==> config.mk <==
export PLATFORM = sky130hd
export DESIGN_NAME = contact_compare_unit
export DESIGN_NICKNAME = d
export VERILOG_FILES = /design/src/core/compare_pkg.sv /design/src/core/contact_compare_unit.sv
export SDC_FILE = /design/constraint.sdc
export NUM_CORES = 1
export LEC_CHECK = 0
export BUFFER_PORTS_ARGS = -buffer_cell sky130_fd_sc_hd__buf_2
export CAP_MARGIN = 20
export CORE_UTILIZATION = 56
export DETAILED_ROUTE_END_ITERATION = 6
export PLACE_DENSITY = 0.91
export SLEW_MARGIN = 10
export SYNTH_ARGS = -nofsm -noshare
export SYNTH_HDL_FRONTEND = slang
export SYNTH_SLANG_ARGS = --single-unit
==> constraint.sdc <==
create_clock -name clk -period 3.9 [get_ports clk]
set_clock_uncertainty 0.05 [all_clocks]
set_input_delay 0 -clock clk [delete_from_list [all_inputs] [get_ports clk]]
set_output_delay 0 -clock clk [all_outputs]
set_load 0.02 [all_outputs]
==> src/core/compare_pkg.sv <==
// Shared definitions for the contact comparison unit.
// Assumes one scan clock domain and a sequencer that issues one instruction per request.
package compare_pkg;
   // Function numbers of the comparison instructions
   localparam logic [7:0] FN_LOAD_EQ = 8'hE0; // 224
   localparam logic [7:0] FN_LOAD_GT = 8'hE1; // 225
   localparam logic [7:0] FN_LOAD_LT = 8'hE2; // 226
   localparam logic [7:0] FN_LOAD_NE = 8'hE4; // 228
   localparam logic [7:0] FN_LOAD_LE = 8'hE5; // 229
   localparam logic [7:0] FN_LOAD_GE = 8'hE6; // 230
   localparam logic [7:0] FN_SER_BASE = 8'hE8; // 232
   localparam logic [7:0] FN_PAR_BASE = 8'hF0; // 240
   localparam logic [7:0] FN_GROUP_MASK = 8'hF8;
   localparam logic [7:0] FN_LOAD_BASE = 8'hE0;
   localparam logic [2:0] REL_MASK = 3'h7;
   // Relation codes (low three bits of the function number)
   localparam logic [2:0] REL_EQ = 3'h0;
   localparam logic [2:0] REL_GT = 3'h1;
   localparam logic [2:0] REL_LT = 3'h2;
   localparam logic [2:0] REL_NE = 3'h4;
   localparam logic [2:0] REL_LE = 3'h5;
   localparam logic [2:0] REL_GE = 3'h6;
   // Sign bit positions
   localparam int SIGN16 = 15;
   localparam int SIGN32 = 31;
   // Reset values
   localparam logic RUNG_RESET = 1'b0;
   // Blink divider for the error indicator, 0.25 s half period at 125 MHz
   localparam int CLK_MHZ = 125;
   localparam int BLINK_HALF_MS = 250;
   localparam int BLINK_HALF_CYC = BLINK_HALF_MS * 1000 * CLK_MHZ;

   // Operand source kinds
   typedef enum logic [2:0] {
      SRC_CONST = 3'h0, // Decimal or hex constant
      SRC_GROUPED = 3'h1, // Digit-grouped bit word
      SRC_TIMER = 3'h2,
      SRC_COUNTER = 3'h3,
      SRC_DATA = 3'h4,
      SRC_INDEX = 3'h5,
      SRC_BIT = 3'h6 // Single bit element, never legal
   } src_kind_e;

   // One operand as delivered by the sequencer
   typedef struct packed {
      src_kind_e kind;
      logic wide_counter; // Counter at or above wide_counter_base
      logic [15:0] low_word; // Named register, or low constant half
      logic [15:0] high_word; // Next register up, or high constant half
   } operand_s;

   // One instruction request
   typedef struct packed {
      logic valid;
      logic [7:0] func;
      logic wide; // 32-bit form
      operand_s first_operand;
      operand_s second_operand;
   } request_s;
endpackage

==> src/core/contact_compare_unit.sv <==
// Contact comparison unit: decodes and evaluates load, series and parallel compare contacts.
// Assumes the sequencer presents a request for one cycle with operands already fetched.
//
// Behaviour
// RULE1 - Decode six load relations, 224 to 230
// RULE2 - Decode six series relations ANDed with rung
// RULE3 - Decode six parallel relations ORed with rung
// RULE4 - Result true exactly when relation holds
// RULE5 - Operands are signed, sign bit 15 or 31
// RULE6 - Load comparison starts new rung from rail
// RULE7 - Series comparison ANDs into rung accumulator
// RULE8 - Parallel comparison ORs into rung accumulator
// RULE9 - Narrow form on wide counter: program error
// RULE10 - Only word sources accepted, no bit elements
// RULE11 - Wide register operand: next register upper half
`timescale 1ns/1ps
module contact_compare_unit
   import compare_pkg::*;
#(
   parameter int BLINK_CYCLES = BLINK_HALF_CYC
) (
   input wire logic clk,
   input wire logic resetn,
   input wire request_s req,
   output logic rung, // Rung accumulator
   output logic result, // Raw relation result of last instruction
   output logic done, // One-cycle pulse when a request was evaluated
   output logic program_error, // Sticky until reset, blocks run state
   output logic run_allowed, // Low once a program error was found
   output logic error_led // Blinks while program_error is set
);

   typedef enum logic [2:0] {
      GRP_LOAD = 3'b001,
      GRP_SER = 3'b010,
      GRP_PAR = 3'b100
   } group_e;

   logic [31:0] a_val; // First operand widened
   logic [31:0] b_val; // Second operand widened
   logic signed [31:0] a_s;
   logic signed [31:0] b_s;
   logic rel_ok; // Relation holds
   logic rel_legal; // Relation code is one of the six
   logic grp_legal; // Function number in one of the groups
   group_e grp;
   logic bad_operand; // Operand breaks the source rules
   logic next_rung;
   logic [31:0] blink_cnt;
   logic blink_tick;

   // Build a 32-bit signed value from an operand
   function automatic logic [31:0] widen(input operand_s op, input logic wide);
      logic [31:0] v;
      v = 32'h0000_0000;
      if (wide) begin
         v = {op.high_word, op.low_word}; // RULE11
      end else begin
         v = {{16{op.low_word[SIGN16]}}, op.low_word}; // RULE5
      end
      return v;
   endfunction

   // Operand legality for the selected form
   function automatic logic op_bad(input operand_s op, input logic wide);
      logic b;
      b = 1'b0;
      if (op.kind == SRC_BIT || op.kind == 3'h7) begin
         b = 1'b1; // RULE10
      end
      if (!wide && op.kind == SRC_COUNTER && op.wide_counter) begin
         b = 1'b1; // RULE9
      end
      return b;
   endfunction

   // Decode group and relation from the function number
   always_comb begin
      grp = GRP_LOAD;
      grp_legal = 1'b1;
      if ((req.func & FN_GROUP_MASK) == FN_LOAD_BASE) begin
         grp = GRP_LOAD; // RULE1
      end else if ((req.func & FN_GROUP_MASK) == FN_SER_BASE) begin
         grp = GRP_SER; // RULE2
      end else if ((req.func & FN_GROUP_MASK) == FN_PAR_BASE) begin
         grp = GRP_PAR; // RULE3
      end else begin
         grp_legal = 1'b0;
      end
   end

   // Signed relation evaluation
   always_comb begin
      a_val = widen(req.first_operand, req.wide);
      b_val = widen(req.second_operand, req.wide);
      a_s = signed'(a_val); // RULE5
      b_s = signed'(b_val);
      rel_legal = 1'b1;
      unique case (req.func[2:0] & REL_MASK)
         REL_EQ: rel_ok = (a_s == b_s); // RULE4
         REL_GT: rel_ok = (a_s > b_s);
         REL_LT: rel_ok = (a_s < b_s);
         REL_NE: rel_ok = (a_s != b_s);
         REL_LE: rel_ok = (a_s <= b_s);
         REL_GE: rel_ok = (a_s >= b_s);
         default: begin
            rel_ok = 1'b0; // Codes 3 and 7 are not instructions
            rel_legal = 1'b0;
         end
      endcase
      bad_operand = op_bad(req.first_operand, req.wide) | op_bad(req.second_operand, req.wide);
   end

   // Combine result into the rung
   always_comb begin
      next_rung = rung;
      unique case (grp)
         GRP_LOAD: next_rung = rel_ok; // RULE6
         GRP_SER: next_rung = rung & rel_ok; // RULE7
         GRP_PAR: next_rung = rung | rel_ok; // RULE8
      endcase
   end

   // Rung accumulator and result; faulty instructions leave it untouched.
   // Gating on program_error keeps a stopped controller from evaluating
   // anything further, matching a CPU that refuses to run.
   // The answer is registered, so done, result and rung all move on the
   // same edge and the sequencer can sample them together.
   always_ff @(posedge clk or negedge resetn) begin
      if (!resetn) begin
         rung <= RUNG_RESET;
         result <= 1'b0;
         done <= 1'b0;
      end else begin
         done <= 1'b0;
         if (req.valid && grp_legal && rel_legal && !bad_operand && !program_error) begin
            rung <= next_rung;
            result <= rel_ok; // RULE4
            done <= 1'b1;
         end
      end
   end

   // Program error is sticky: the controller must not run until reset
   always_ff @(posedge clk or negedge resetn) begin
      if (!resetn) begin
         program_error <= 1'b0;
         run_allowed <= 1'b1;
      end else if (req.valid && grp_legal && bad_operand) begin
         program_error <= 1'b1; // RULE9
         run_allowed <= 1'b0;
      end
   end

   // Blink divider, an enable pulse every half period.
   // It runs free from reset so the indicator needs no extra start logic;
   // the first flash after an error may therefore come early, never late.
   always_ff @(posedge clk or negedge resetn) begin
      if (!resetn) begin
         blink_cnt <= 32'h0000_0000;
         blink_tick <= 1'b0;
      end else begin
         blink_tick <= 1'b0;
         if (blink_cnt >= 32'(BLINK_CYCLES - 1)) begin
            blink_cnt <= 32'h0000_0000;
            blink_tick <= 1'b1;
         end else begin
            blink_cnt <= blink_cnt + 32'h0000_0001;
         end
      end
   end

   // Red error indicator toggles only while an error stands
   always_ff @(posedge clk or negedge resetn) begin
      if (!resetn) begin
         error_led <= 1'b0;
      end else if (!program_error) begin
         error_led <= 1'b0;
      end else if (blink_tick) begin
         error_led <= ~error_led; // RULE9
      end
   end

   // Every load gives the same answer as the raw result
   load_result_a: assert property (@(posedge clk) disable iff (!resetn)
      done && ($past(req.func) & FN_GROUP_MASK) == FN_LOAD_BASE |-> rung == result) // RULE6
      else $error("load compare did not set rung");
   series_and_a: assert property (@(posedge clk) disable iff (!resetn)
      done && ($past(req.func) & FN_GROUP_MASK) == FN_SER_BASE |-> rung == ($past(rung) & result)) // RULE7
      else $error("series compare did not AND");
   parallel_or_a: assert property (@(posedge clk) disable iff (!resetn)
      done && ($past(req.func) & FN_GROUP_MASK) == FN_PAR_BASE |-> rung == ($past(rung) | result)) // RULE8
      else $error("parallel compare did not OR");
   signed_less_a: assert property (@(posedge clk) disable iff (!resetn)
      req.valid && !req.wide && req.func == FN_LOAD_LT && !bad_operand && req.first_operand.low_word[SIGN16]
      && !req.second_operand.low_word[SIGN16] && !program_error |=> result && done) // RULE5
      else $error("negative operand not below positive");
   equal_rel_a: assert property (@(posedge clk) disable iff (!resetn)
      done && $past(req.func[2:0]) == REL_EQ |-> result == ($past(a_val) == $past(b_val))) // RULE4
      else $error("equal relation wrong");
   wide_error_a: assert property (@(posedge clk) disable iff (!resetn)
      req.valid && grp_legal && !req.wide && req.first_operand.kind == SRC_COUNTER
      && req.first_operand.wide_counter |=> program_error && !run_allowed && !done) // RULE9
      else $error("narrow compare on wide counter not flagged");
   bit_source_a: assert property (@(posedge clk) disable iff (!resetn)
      req.valid && (req.first_operand.kind == SRC_BIT || req.second_operand.kind == SRC_BIT) |=> !done) // RULE10
      else $error("bit element operand accepted");
   wide_pair_a: assert property (@(posedge clk) disable iff (!resetn)
      req.valid && req.wide && req.func == FN_LOAD_GT && !program_error && !bad_operand
      && req.first_operand.high_word == 16'h0001 && req.second_operand.high_word == 16'h0000
      |=> result) // RULE11
      else $error("upper half not from higher register");
   error_hold_a: assert property (@(posedge clk) disable iff (!resetn)
      program_error |=> program_error && !done) // RULE9
      else $error("program error cleared without reset");
   led_quiet_a: assert property (@(posedge clk) disable iff (!resetn)
      !program_error |=> !error_led || program_error) // RULE9
      else $error("indicator lit without error");

   // Decode guards: the sequencer may put any byte on func, and only the
   // eighteen listed numbers may ever reach the rung. Everything else must
   // pass through without touching the rung, so a corrupt program word cannot
   // silently change the logic line.
   unknown_func_a: assert property (@(posedge clk) disable iff (!resetn)
      req.valid && !grp_legal |=> !done) // RULE1
      else $error("unknown function number accepted");

   // Codes 3 and 7 inside a group are not an instruction, and an error only with a bad operand
   gap_code_a: assert property (@(posedge clk) disable iff (!resetn)
      req.valid && grp_legal && !rel_legal && !bad_operand && !program_error
      |=> !done && !program_error) // RULE1
      else $error("gap relation code acted");

   // A legal request is answered in the very next cycle, never later
   accept_done_a: assert property (@(posedge clk) disable iff (!resetn)
      req.valid && grp_legal && rel_legal && !bad_operand && !program_error |=> done) // RULE1
      else $error("legal compare not answered");

   // The answer pulse never appears on its own
   done_cause_a: assert property (@(posedge clk) disable iff (!resetn)
      done |-> $past(req.valid)) // RULE4
      else $error("answer without request");

   // Rung and result stand until the next accepted instruction
   rung_hold_a: assert property (@(posedge clk) disable iff (!resetn)
      !done |-> $stable(rung)) // RULE6
      else $error("rung moved without instruction");
   result_hold_a: assert property (@(posedge clk) disable iff (!resetn)
      !done |-> $stable(result)) // RULE4
      else $error("result moved without instruction");

   // Each ordering relation checked on the signed view of the operands.
   // The signed view matters: an unsigned compare would rank a negative
   // value above every positive one.
   greater_rel_a: assert property (@(posedge clk) disable iff (!resetn)
      done && $past(req.func[2:0]) == REL_GT |-> result == ($past(a_s) > $past(b_s))) // RULE4
      else $error("greater relation wrong");
   less_rel_a: assert property (@(posedge clk) disable iff (!resetn)
      done && $past(req.func[2:0]) == REL_LT |-> result == ($past(a_s) < $past(b_s))) // RULE4
      else $error("less relation wrong");
   unequal_rel_a: assert property (@(posedge clk) disable iff (!resetn)
      done && $past(req.func[2:0]) == REL_NE |-> result == ($past(a_s) != $past(b_s))) // RULE4
      else $error("unequal relation wrong");
   at_most_a: assert property (@(posedge clk) disable iff (!resetn)
      done && $past(req.func[2:0]) == REL_LE |-> result == ($past(a_s) <= $past(b_s))) // RULE4
      else $error("at most relation wrong");
   at_least_a: assert property (@(posedge clk) disable iff (!resetn)
      done && $past(req.func[2:0]) == REL_GE |-> result == ($past(a_s) >= $past(b_s))) // RULE4
      else $error("at least relation wrong");

   // Narrow form copies bit 15 into the whole upper half
   narrow_sign_a: assert property (@(posedge clk) disable iff (!resetn)
      req.valid && !req.wide |-> a_val[31:16] == {16{req.first_operand.low_word[SIGN16]}}) // RULE5
      else $error("narrow operand not sign extended");

   // Wide form takes the upper half from the next register up
   wide_high_a: assert property (@(posedge clk) disable iff (!resetn)
      req.valid && req.wide |-> a_val[31:16] == req.first_operand.high_word) // RULE11
      else $error("wide operand upper half wrong");

   // The run permission is always the inverse of the error flag
   run_block_a: assert property (@(posedge clk) disable iff (!resetn)
      run_allowed != program_error) // RULE9
      else $error("run permission disagrees with error");

   // A bit element as first operand is a program error, not a compare
   word_source_a: assert property (@(posedge clk) disable iff (!resetn)
      req.valid && grp_legal && req.first_operand.kind == SRC_BIT |=> program_error && !done) // RULE10
      else $error("bit element not flagged");

   // While the error stands the indicator flips on every divider pulse
   led_blink_a: assert property (@(posedge clk) disable iff (!resetn)
      program_error && blink_tick |=> error_led != $past(error_led)) // RULE9
      else $error("indicator did not blink");
endmodule

**Word level (Yosys, flattened, before mapping)**

Cells that the tools add are included.

- Input bits: 84
- Logic and storage cells: 74
- Register bits after elaboration: 39
- Output and inout port bits: 6

- $lt $le $gt $ge: 5
- Mux-type cells: 20
- Eq/ne operators: 20
- Reduce and logical (&&, ||, !) cells: 16
- Add/subtract/negate cells: 1
- Bitwise operators: 4

Operators with widths:

| cell | number |
|---|---|
| 32-bit two-way mux | 3 |
| 32-bit by 1-bit adder with 32-bit output, second input constant | 1 |
| 32-bit equality test | 1 |
| 32-bit by 25-bit >= comparator with 1-bit output, second input constant | 1 |
| 32-bit >= comparator | 1 |
| 32-bit > comparator | 1 |
| 32-bit less-or-equal comparator | 1 |
| 32-bit less-than comparator | 1 |
| 32-bit inequality test | 1 |
| 3-bit equality test, second input constant | 8 |
| 5-bit equality test, second input constant | 3 |
| 3-bit by 2-bit equality test with 1-bit output, second input constant | 4 |
| 1-bit two-way mux | 12 |
| 1-bit logical AND | 9 |
| 3-bit two-way mux | 3 |
| 3-bit by 1-bit equality test with 1-bit output, second input constant | 2 |
| 1-bit case mux with 6 select lines | 1 |
| 6-bit OR reduction | 1 |
| 1-bit zero test | 3 |
| 3-bit zero test | 1 |
| 1-bit case mux with 3 select lines | 1 |
| 1-bit logical OR | 2 |
| 2-bit by 1-bit inequality test with 1-bit output, second input constant | 1 |
| 1-bit OR | 2 |
| other kinds (2) | 2 |

**Depth between registers and ports, before layout**

Gate-level depths: netlist of run 1.

- Depth after elaboration: 9
- Depth in mapped cells: 14

**Least setup slack after synthesis of run 1**

No wires, ideal clock.

- Path type: input to register
- Start point: input port req[72] in the netlist's numbering
- End point: register rung
- Required time: 3781 ps
- Library setup time: 69 ps
- Data arrival time: 2601 ps
- Stages on the path: 14
- Path slack: 1180 ps
- Cell sequence: buf_4 nand2b_1 clkbuf_1 clkbuf_1 nand2_1 ha_1 nand4_2 nor3_1 a211oi_1 and4b_1 a211oi_1 o21a_1 or4_1 nand3_1

- Cells in the longest elaborated chain, start to end: 8

RTL lines:

| item | line | text |
|---|---|---|
| start, declared | contact_compare_unit.sv:24 | `input wire request_s req,` |
| branches (longest 8 deep; another with 32-bit >= comparator) | - |  |
| end signal, assigned | contact_compare_unit.sv:137 | `rung <= next_rung;` |
| end, declared | contact_compare_unit.sv:25 | `output logic rung,` |

Several ways; the timed one is not identified.
A chain may end at the register's enable or synchronous reset.

**Worst setup path after layout of run 1**

Same ends and word-level chain as after synthesis.

==> results of run 1 <==
-- power by group through the flow --
| stage | combinational [µW] | clock [µW] | sequential, µW |
|---|---|---|---|
| 6_report | 243 | 393 | 436 |
| 5_1_grt | 276 | 419 | 439 |
| 4_1_cts | 243 | 397 | 436 |
| 3_5_place_dp | 240 | 0 | 444 |
| 3_3_place_gp | 232 | 0 | 443 |
| 2_1_floorplan | 127 | 0 | 461 |
-- metrics by stage --
step / power, µW / hold slack (ps) / utilization [%] / area, µm² / std cells
finish: 1070 / 14.8 / 72.9 / 3490 / 502
global route: 1130 / 5.55 / 72.9 / 3490 / 502
CTS: 1080 / 9.57 / 72.9 / 3490 / 502
detailed placement: 684 / 82.5 / 69.8 / 3340 / 493
global placement: 675 / 70.3 / 69.8 / 3340 / 493
floorplan: 588 / -346 / - / 2830 / 344
-- critical path, cell delays in order --
cell,delay [ps]
buf_2,440
nand2b_1,530
nand2_1,120
ha_1,380
nand4_2,150
nor4_1,370
nand2_1,160
and2_1,220
nand2_1,100
mux2i_1,90
or4_1,550
nand3_1,100
-- registers in the layout (all words and copies together) (netlist names) --
name           count
run_allowed        1
rung               1
blink_cnt         32
error_led          1
done               1
result             1
blink_tick         1
program_error      1
-- area by class of cell --
type                            count  area (µm²)  area share, %
Multi-Input combinational cell    273        1730           49.7
Inverter                           23        86.3           2.48
Clock buffer                        5        68.8           1.97
Tap cell                           67        83.8           2.40
Clock inverter                      3        67.6           1.94
Timing Repair Buffer               92         470           13.5
Sequential cell                    39         977           28.0
-- final timing paths --
kind                                         start                       to  slack (ps)  cells after the start
setup reg to reg            blink_cnt[0]$_DFF_PN0_  blink_cnt[16]$_DFF_PN0_        1130                     10
hold reg to reg            run_allowed$_DFFE_PN1P_  run_allowed$_DFFE_PN1P_         440                      1
hold / removal                             req[77]         rung$_DFFE_PN0P_          10                      3
min in group asynchronous                   resetn   blink_cnt[5]$_DFF_PN0_         300                      2
setup / recovery                           req[72]         rung$_DFFE_PN0P_         850                     12
max in group asynchronous                   resetn  blink_cnt[30]$_DFF_PN0_        3000                      2
-- timing repair --
item,CTS,global route
setup endpoints to repair,0,0
endpoints found under the hold margin,38,0
hold buffers,1,0
-- per-layer routing --
layer | vias to the layer above | global-route usage [%]
li1 | 1361 | -
met5 | - | 0
met4 | 0 | 9.59
met1 | 1229 | 28.6
met2 | 87 | 45.2
met3 | 12 | 5.52
-- cells in the final DEF (no fill, tap or decap), types with 2 or more instances in the layout --
master,netlist,routed
and3b_1,2,2
nand2_1,50,50
nor2b_1,2,2
nor4_1,5,5
nand3_1,14,14
and3_1,6,6
a211oi_1,3,3
nand2b_1,2,2
o21a_1,2,2
bufinv_16,0,2
nor3_1,5,5
inv_1,23,23
o21ai_1,3,3
nand4_1,10,10
xnor2_1,10,10
a21oi_1,35,35
clkbuf_8,0,5
conb_1,1,7
xor2_1,12,12
o21ai_0,5,5
and2_1,2,2
buf_4,1,2
o211ai_1,2,2
o21ai_2,2,2
nor2_1,37,37
or3_1,5,5
buf_2,0,89
or2_2,2,2
ha_1,33,33
dfrtp_1,38,38
-- cells by family (layout without fill, tap and decap cells) --
logic type | count (synthesis) | count (layout) | synth area share (%)
AND/OR/NAND/NOR | 147 | 147 | 24.8
other | 1 | 7 | 0.133
AO/OA/AOI/OAI | 63 | 63 | 14.0
adder cells (fa/ha/maj) | 33 | 33 | 14.7
multiplexers | 1 | 1 | 0.356
XOR/XNOR | 22 | 22 | 6.85
buffers and inverters | 32 | 123 | 4.41
flip-flops | 39 | 39 | 34.8
==> impl_metrics.yaml, run 1 <==
global_route:
  grt_start_max_net_pins: 40
  wire_length_of_the_first_global_routing_pass_um: 10400
  via_count_of_the_first_global_routing_pass: 2591
  globalRouteTotalUtil_pct: 24.9
  grt_antenna_before_repair: 0
  global_route.overflow_total: 0
routing:
  final_antenna_net_count: 0
  detailedRoute.firstPassIterationCount: 4
  wirelength_um: 6120
  dr_wl_met3_um: 295
  post_drt_wl_per_cell_um: 12.2
  detail_route.vias_per_cell: 5.36
  highest-signal-layer: "met4"
  dr_total_vias: 2689
  drc: 0
  routed-wl-met2_um: 3070
  met1Wirelength_um: 2630
  drt_first_iter_violations: 122
power_and_ir_drop:
  power.leakage_uw: 0.00172
  comb_power_share_pct: 22.7
  switching_power_uw: 285
  total_power_per_unit_cell_area_nw_per_um2: 307
  p_seq_share_pct: 40.7
  clock_power_share_pct: 36.7
  internal-power_uw: 786
  p_sw_share_pct: 26.6
  ir_worst_vdd_v: 0.000271
final_layout:
  layout-drive-gt1-share_pct: 24.8
  flow.area_growth_from_synthesis_pct: 24.0
  num_antenna_cells: 0
  num-fill-cells: 336
  num-nets-final: 551
sta:
  period_minus_slack_ps: 3050
  max_slew.worst_pin.slew_ps: 805
  slew_headroom_pct: 46.4
  fin_tns_setup_ps: 0
  report.final.setup_viol: 0
  unrepaired_setup_endpoints_after_global_routing: "no"
  final.period_utilization_pct: 78.3
  fmax_ghz: 0.327
  drv_slew: 0
  finalHoldViolations: 0
  post-route-worst-setup-slack_ps: 846
synth:
  synth_top_cell_area_share_pct: 33.8
  synth_top_flop_cell: "dfrtp_1"
  synth.yosys.seq_area_share_pct: 34.8
  yosys_register_bits: 39
  synthesis.instances: 338
  ranking_of_synthesized_cells_by_instance_count: "50 x nand2_1, 38 x dfrtp_1, 37 x nor2_1, 35 x a21oi_1, 33 x ha_1"
  synth_enable_flop_cells: 0
  synthesis.area_um2: 2810
  synthDistinctLibCells: 46
  yosys_warnings: 0
  synth.area.top_cells: "dfrtp_1 34%, ha_1 15%, nand2_1 6.7%, a21oi_1 6.2%, nor2_1 4.9%"
  synth_area_leader_cell: "dfrtp_1"
  ys_async_sr_fraction_pct: 100
  post-synth-top-count-cell: "nand2_1"
  syn_area_per_cell_um2: 8.32
setup_path:
  end_kind: "register"
  start_kind: "primary input"
  critical_path_arrival_ps: 3230
  criticalPathCategory: "primary input to register"
  worst_ep_required_time_ps: 4070
  worstPathMaxFanout: 36
placed_design:
  dp_hpwl_um: 4880
  place_worst_setup_slack_ps: 629
  gp_routability_congestion: 0.811
  numPortBuffers: 89
status:
  outcome: "finished clean"
floorplan:
  starting_density_of_the_core_pct: 58.7
  chipWidth_um: 72.9
  placementRows: 25
  io_pins: 90
  die_h_um: 72.9
  fp.dieArea_um2: 5310
  fp.coreArea_um2: 4790
cts:
  tritoncts: "done"
  path_clk_slew_ps: 70
  clk-insertion-delay-late_ps: 290
  htree_levels: 2
  postCtsResizedCells: 0
  cts-root-buf: "clkbuf_8"
  cts_made_buffers: 5
  post-cts-setup-buffer-count: 0
  clock_sink_count: 39
  clk_path_buf_depth: 2
worst_hold_path:
  holdCritPathClass: "primary input to register"
job:
  maxCapViolations: 0
No activity file was read; power rests on OpenSTA's default activity.
==> run 2, diff against run 1 <==
--- a/config.mk
+++ b/config.mk
@@ -7,9 +7,9 @@
 export LEC_CHECK = 0
 export BUFFER_PORTS_ARGS = -buffer_cell sky130_fd_sc_hd__buf_2
 export CAP_MARGIN = 20
-export CORE_UTILIZATION = 56
+export CORE_UTILIZATION = 52
 export DETAILED_ROUTE_END_ITERATION = 6
-export PLACE_DENSITY = 0.91
+export PLACE_DENSITY = 0.85
 export SLEW_MARGIN = 10
 export SYNTH_ARGS = -nofsm -noshare
 export SYNTH_HDL_FRONTEND = slang
==> constraint.sdc (replaced) <==
create_clock -name clk -period 2.9 [get_ports clk]
set_clock_uncertainty 0.05 [all_clocks]
set_input_delay 0 -clock clk [delete_from_list [all_inputs] [get_ports clk]]
set_output_delay 0 -clock clk [all_outputs]
set_load 0.02 [all_outputs]
==> run 2 against run 1 <==
Effect of this change: global-route usage up 0.77 points; power up 19%; core utilization down 5.5 points; combinational power up 37%; flip-flop and latch count unchanged; via count up 1.5%; non-clock buffer count up 5; final cell count up 1.6%; worst setup slack worse by 630 ps; critical path type is now register to register; critical endpoint is now blink_cnt[3]$_DFF_PN0_.
==> impl_metrics.yaml, run 2 (synthesis gave the netlist of run 1 again) <==
cts:
  path_clk_slew_ps: 80
  clock_sink_count: 39
  postCtsResizedCells: 0
  cts_made_buffers: 5
  tritoncts: "done"
  cts-root-buf: "clkbuf_8"
  post-cts-setup-buffer-count: 0
  htree_levels: 2
  clk_path_buf_depth: 2
  clk-insertion-delay-late_ps: 290
setup_path:
  reg2reg_slack_ps: 220
  worst-r2r-cell-count: 10
  worstReg2RegEnd: "blink_cnt[3]$_DFF_PN0_"
  critical_path_arrival_ps: 2840
  termination_of_the_worst_setup_path: "blink_cnt[3]$_DFF_PN0_"
  worst_ep_required_time_ps: 3060
  criticalPathCategory: "register to register"
  worstPathMaxFanout: 9
  critical_path.reg2reg.startpoint: "blink_cnt[0]$_DFF_PN0_"
  crit_start: "blink_cnt[0]$_DFF_PN0_"
  end_kind: "register"
  start_kind: "register"
sta:
  hold_slack_ps: 6.01
  finalHoldViolations: 0
  final.period_utilization_pct: 92.4
  max_slew.worst_pin.slew_ps: 846
  report.final.setup_viol: 0
  slew_headroom_pct: 43.6
  fin_tns_setup_ps: 0
  drv_slew: 0
  unrepaired_setup_endpoints_after_global_routing: "no"
  fmax_ghz: 0.373
  period_minus_slack_ps: 2680
power_and_ir_drop:
  power.leakage_uw: 0.00172
  ir_worst_vdd_v: 0.000212
  total_power_per_unit_cell_area_nw_per_um2: 367
  post-layout-total-power_uw: 1280
routing:
  detail_route.vias_per_cell: 5.35
  wirelength_um: 6620
  final_antenna_net_count: 0
  drt_first_iter_violations: 192
  drc: 0
  dr_total_vias: 2729
  post_drt_wl_per_cell_um: 13.0
  detailedRoute.firstPassIterationCount: 4
floorplan:
  io_pins: 90
  chipWidth_um: 75.5
  fp.coreArea_um2: 5170
  fp.dieArea_um2: 5700
  starting_density_of_the_core_pct: 54.4
  placementRows: 26
  die_h_um: 75.5
final_layout:
  num-fill-cells: 422
  stdcell_count: 510
  largest_register: "blink_cnt"
  flow.area_growth_from_synthesis_pct: 23.9
  layout.cells.most_common: "buf_2"
  num-nets-final: 556
  most-common-layout-cells: "89 x buf_2, 50 x nand2_1, 38 x dfrtp_1, 37 x nor2_1, 35 x a21oi_1"
  layout-drive-gt1-share_pct: 25.0
  num_antenna_cells: 0
  max_ffs_per_register: 32
global_route:
  via_count_of_the_first_global_routing_pass: 2753
  wire_length_of_the_first_global_routing_pass_um: 11400
  global_route.overflow_total: 0
  grt_start_max_net_pins: 40
  grt_antenna_before_repair: 0
  globalRouteTotalUtil_pct: 25.7
worst_hold_path:
  holdCritPathClass: "primary input to register"
status:
  outcome: "finished clean"
job:
  maxCapViolations: 0
placed_design:
  dp_hpwl_um: 5250
  numPlacedInstances: 499
  gp_routability_congestion: 0.834
  numPortBuffers: 89
## run 2: cell count changes in the layout (fill, tap and decap cells not counted), sizes merged
| cell | delta |
|---|---|
| clkinv | +1 |
| clkbuf | +1 |
| bufinv | -2 |
| dlygate4sd3 | +2 |
| buf | +3 |
## run 2: area by class of cell
| type | instances | area [µm²] | share of cell area (%) |
|---|---|---|---|
| multi-input combinational | 273 | 1730 | 49.8 |
| sequential | 39 | 977 | 28.1 |
| timing repair buffer | 97 | 513 | 14.7 |
| tap | 70 | 87.6 | 2.52 |
| inverter | 23 | 86.3 | 2.48 |
| clock buffer | 6 | 72.6 | 2.08 |
| clock inverter | 2 | 12.5 | 0.359 |
## run 2: how the worst min path moves through the flow
stage                  from                       to  slack [ps]  cells after the start
finish              req[70]  run_allowed$_DFFE_PN1P_           6                      4
global route        req[70]  run_allowed$_DFFE_PN1P_          50                      4
CTS                 req[70]  run_allowed$_DFFE_PN1P_          20                      4
detailed placement   resetn         rung$_DFFE_PN0P_         100                      1
global placement     resetn         rung$_DFFE_PN0P_          80                      1
floorplan            resetn   blink_cnt[0]$_DFF_PN0_        -350                      0
## run 2: through the flow
stage | instance area [µm²] | utilization [%] | setup WS [ps]
floorplan | 2830 | - | 180
global placement | 3370 | 65.1 | 242
detailed placement | 3370 | 65.1 | 202
CTS | 3480 | 67.3 | 234
global route | 3480 | 67.3 | 84.5
finish | 3480 | 67.3 | 220
## run 2: worst max-delay path: stages, from the launching register on
cell and delay, ps:
dfrtp_1 450, ha_1 290, a311o_1 370, a211oi_1 260, o21ai_1 110, a21oi_1 160
o21ai_1 90, a21oi_1 160, o211ai_1 250, buf_4 270, nor2_1 130
## run 2: power breakdown
part	internal (µW)	switching, µW	leakage (µW)
Combinational	148	184	0.00117
Clock	168	190	0.0000412
Sequential	569	18.0	0.000511
## run 2: metal layers
layer	wire [µm]	global-route usage (%)
met5	0	0
met4	91	6.38
met3	304	4.63
met2	3270	48.1
met1	2950	30.3
## run 2: repair_timing
action,in CTS,in global routing
setup endpoints to repair,0,0
hold buffers,3,0
endpoints found under the hold margin,39,0
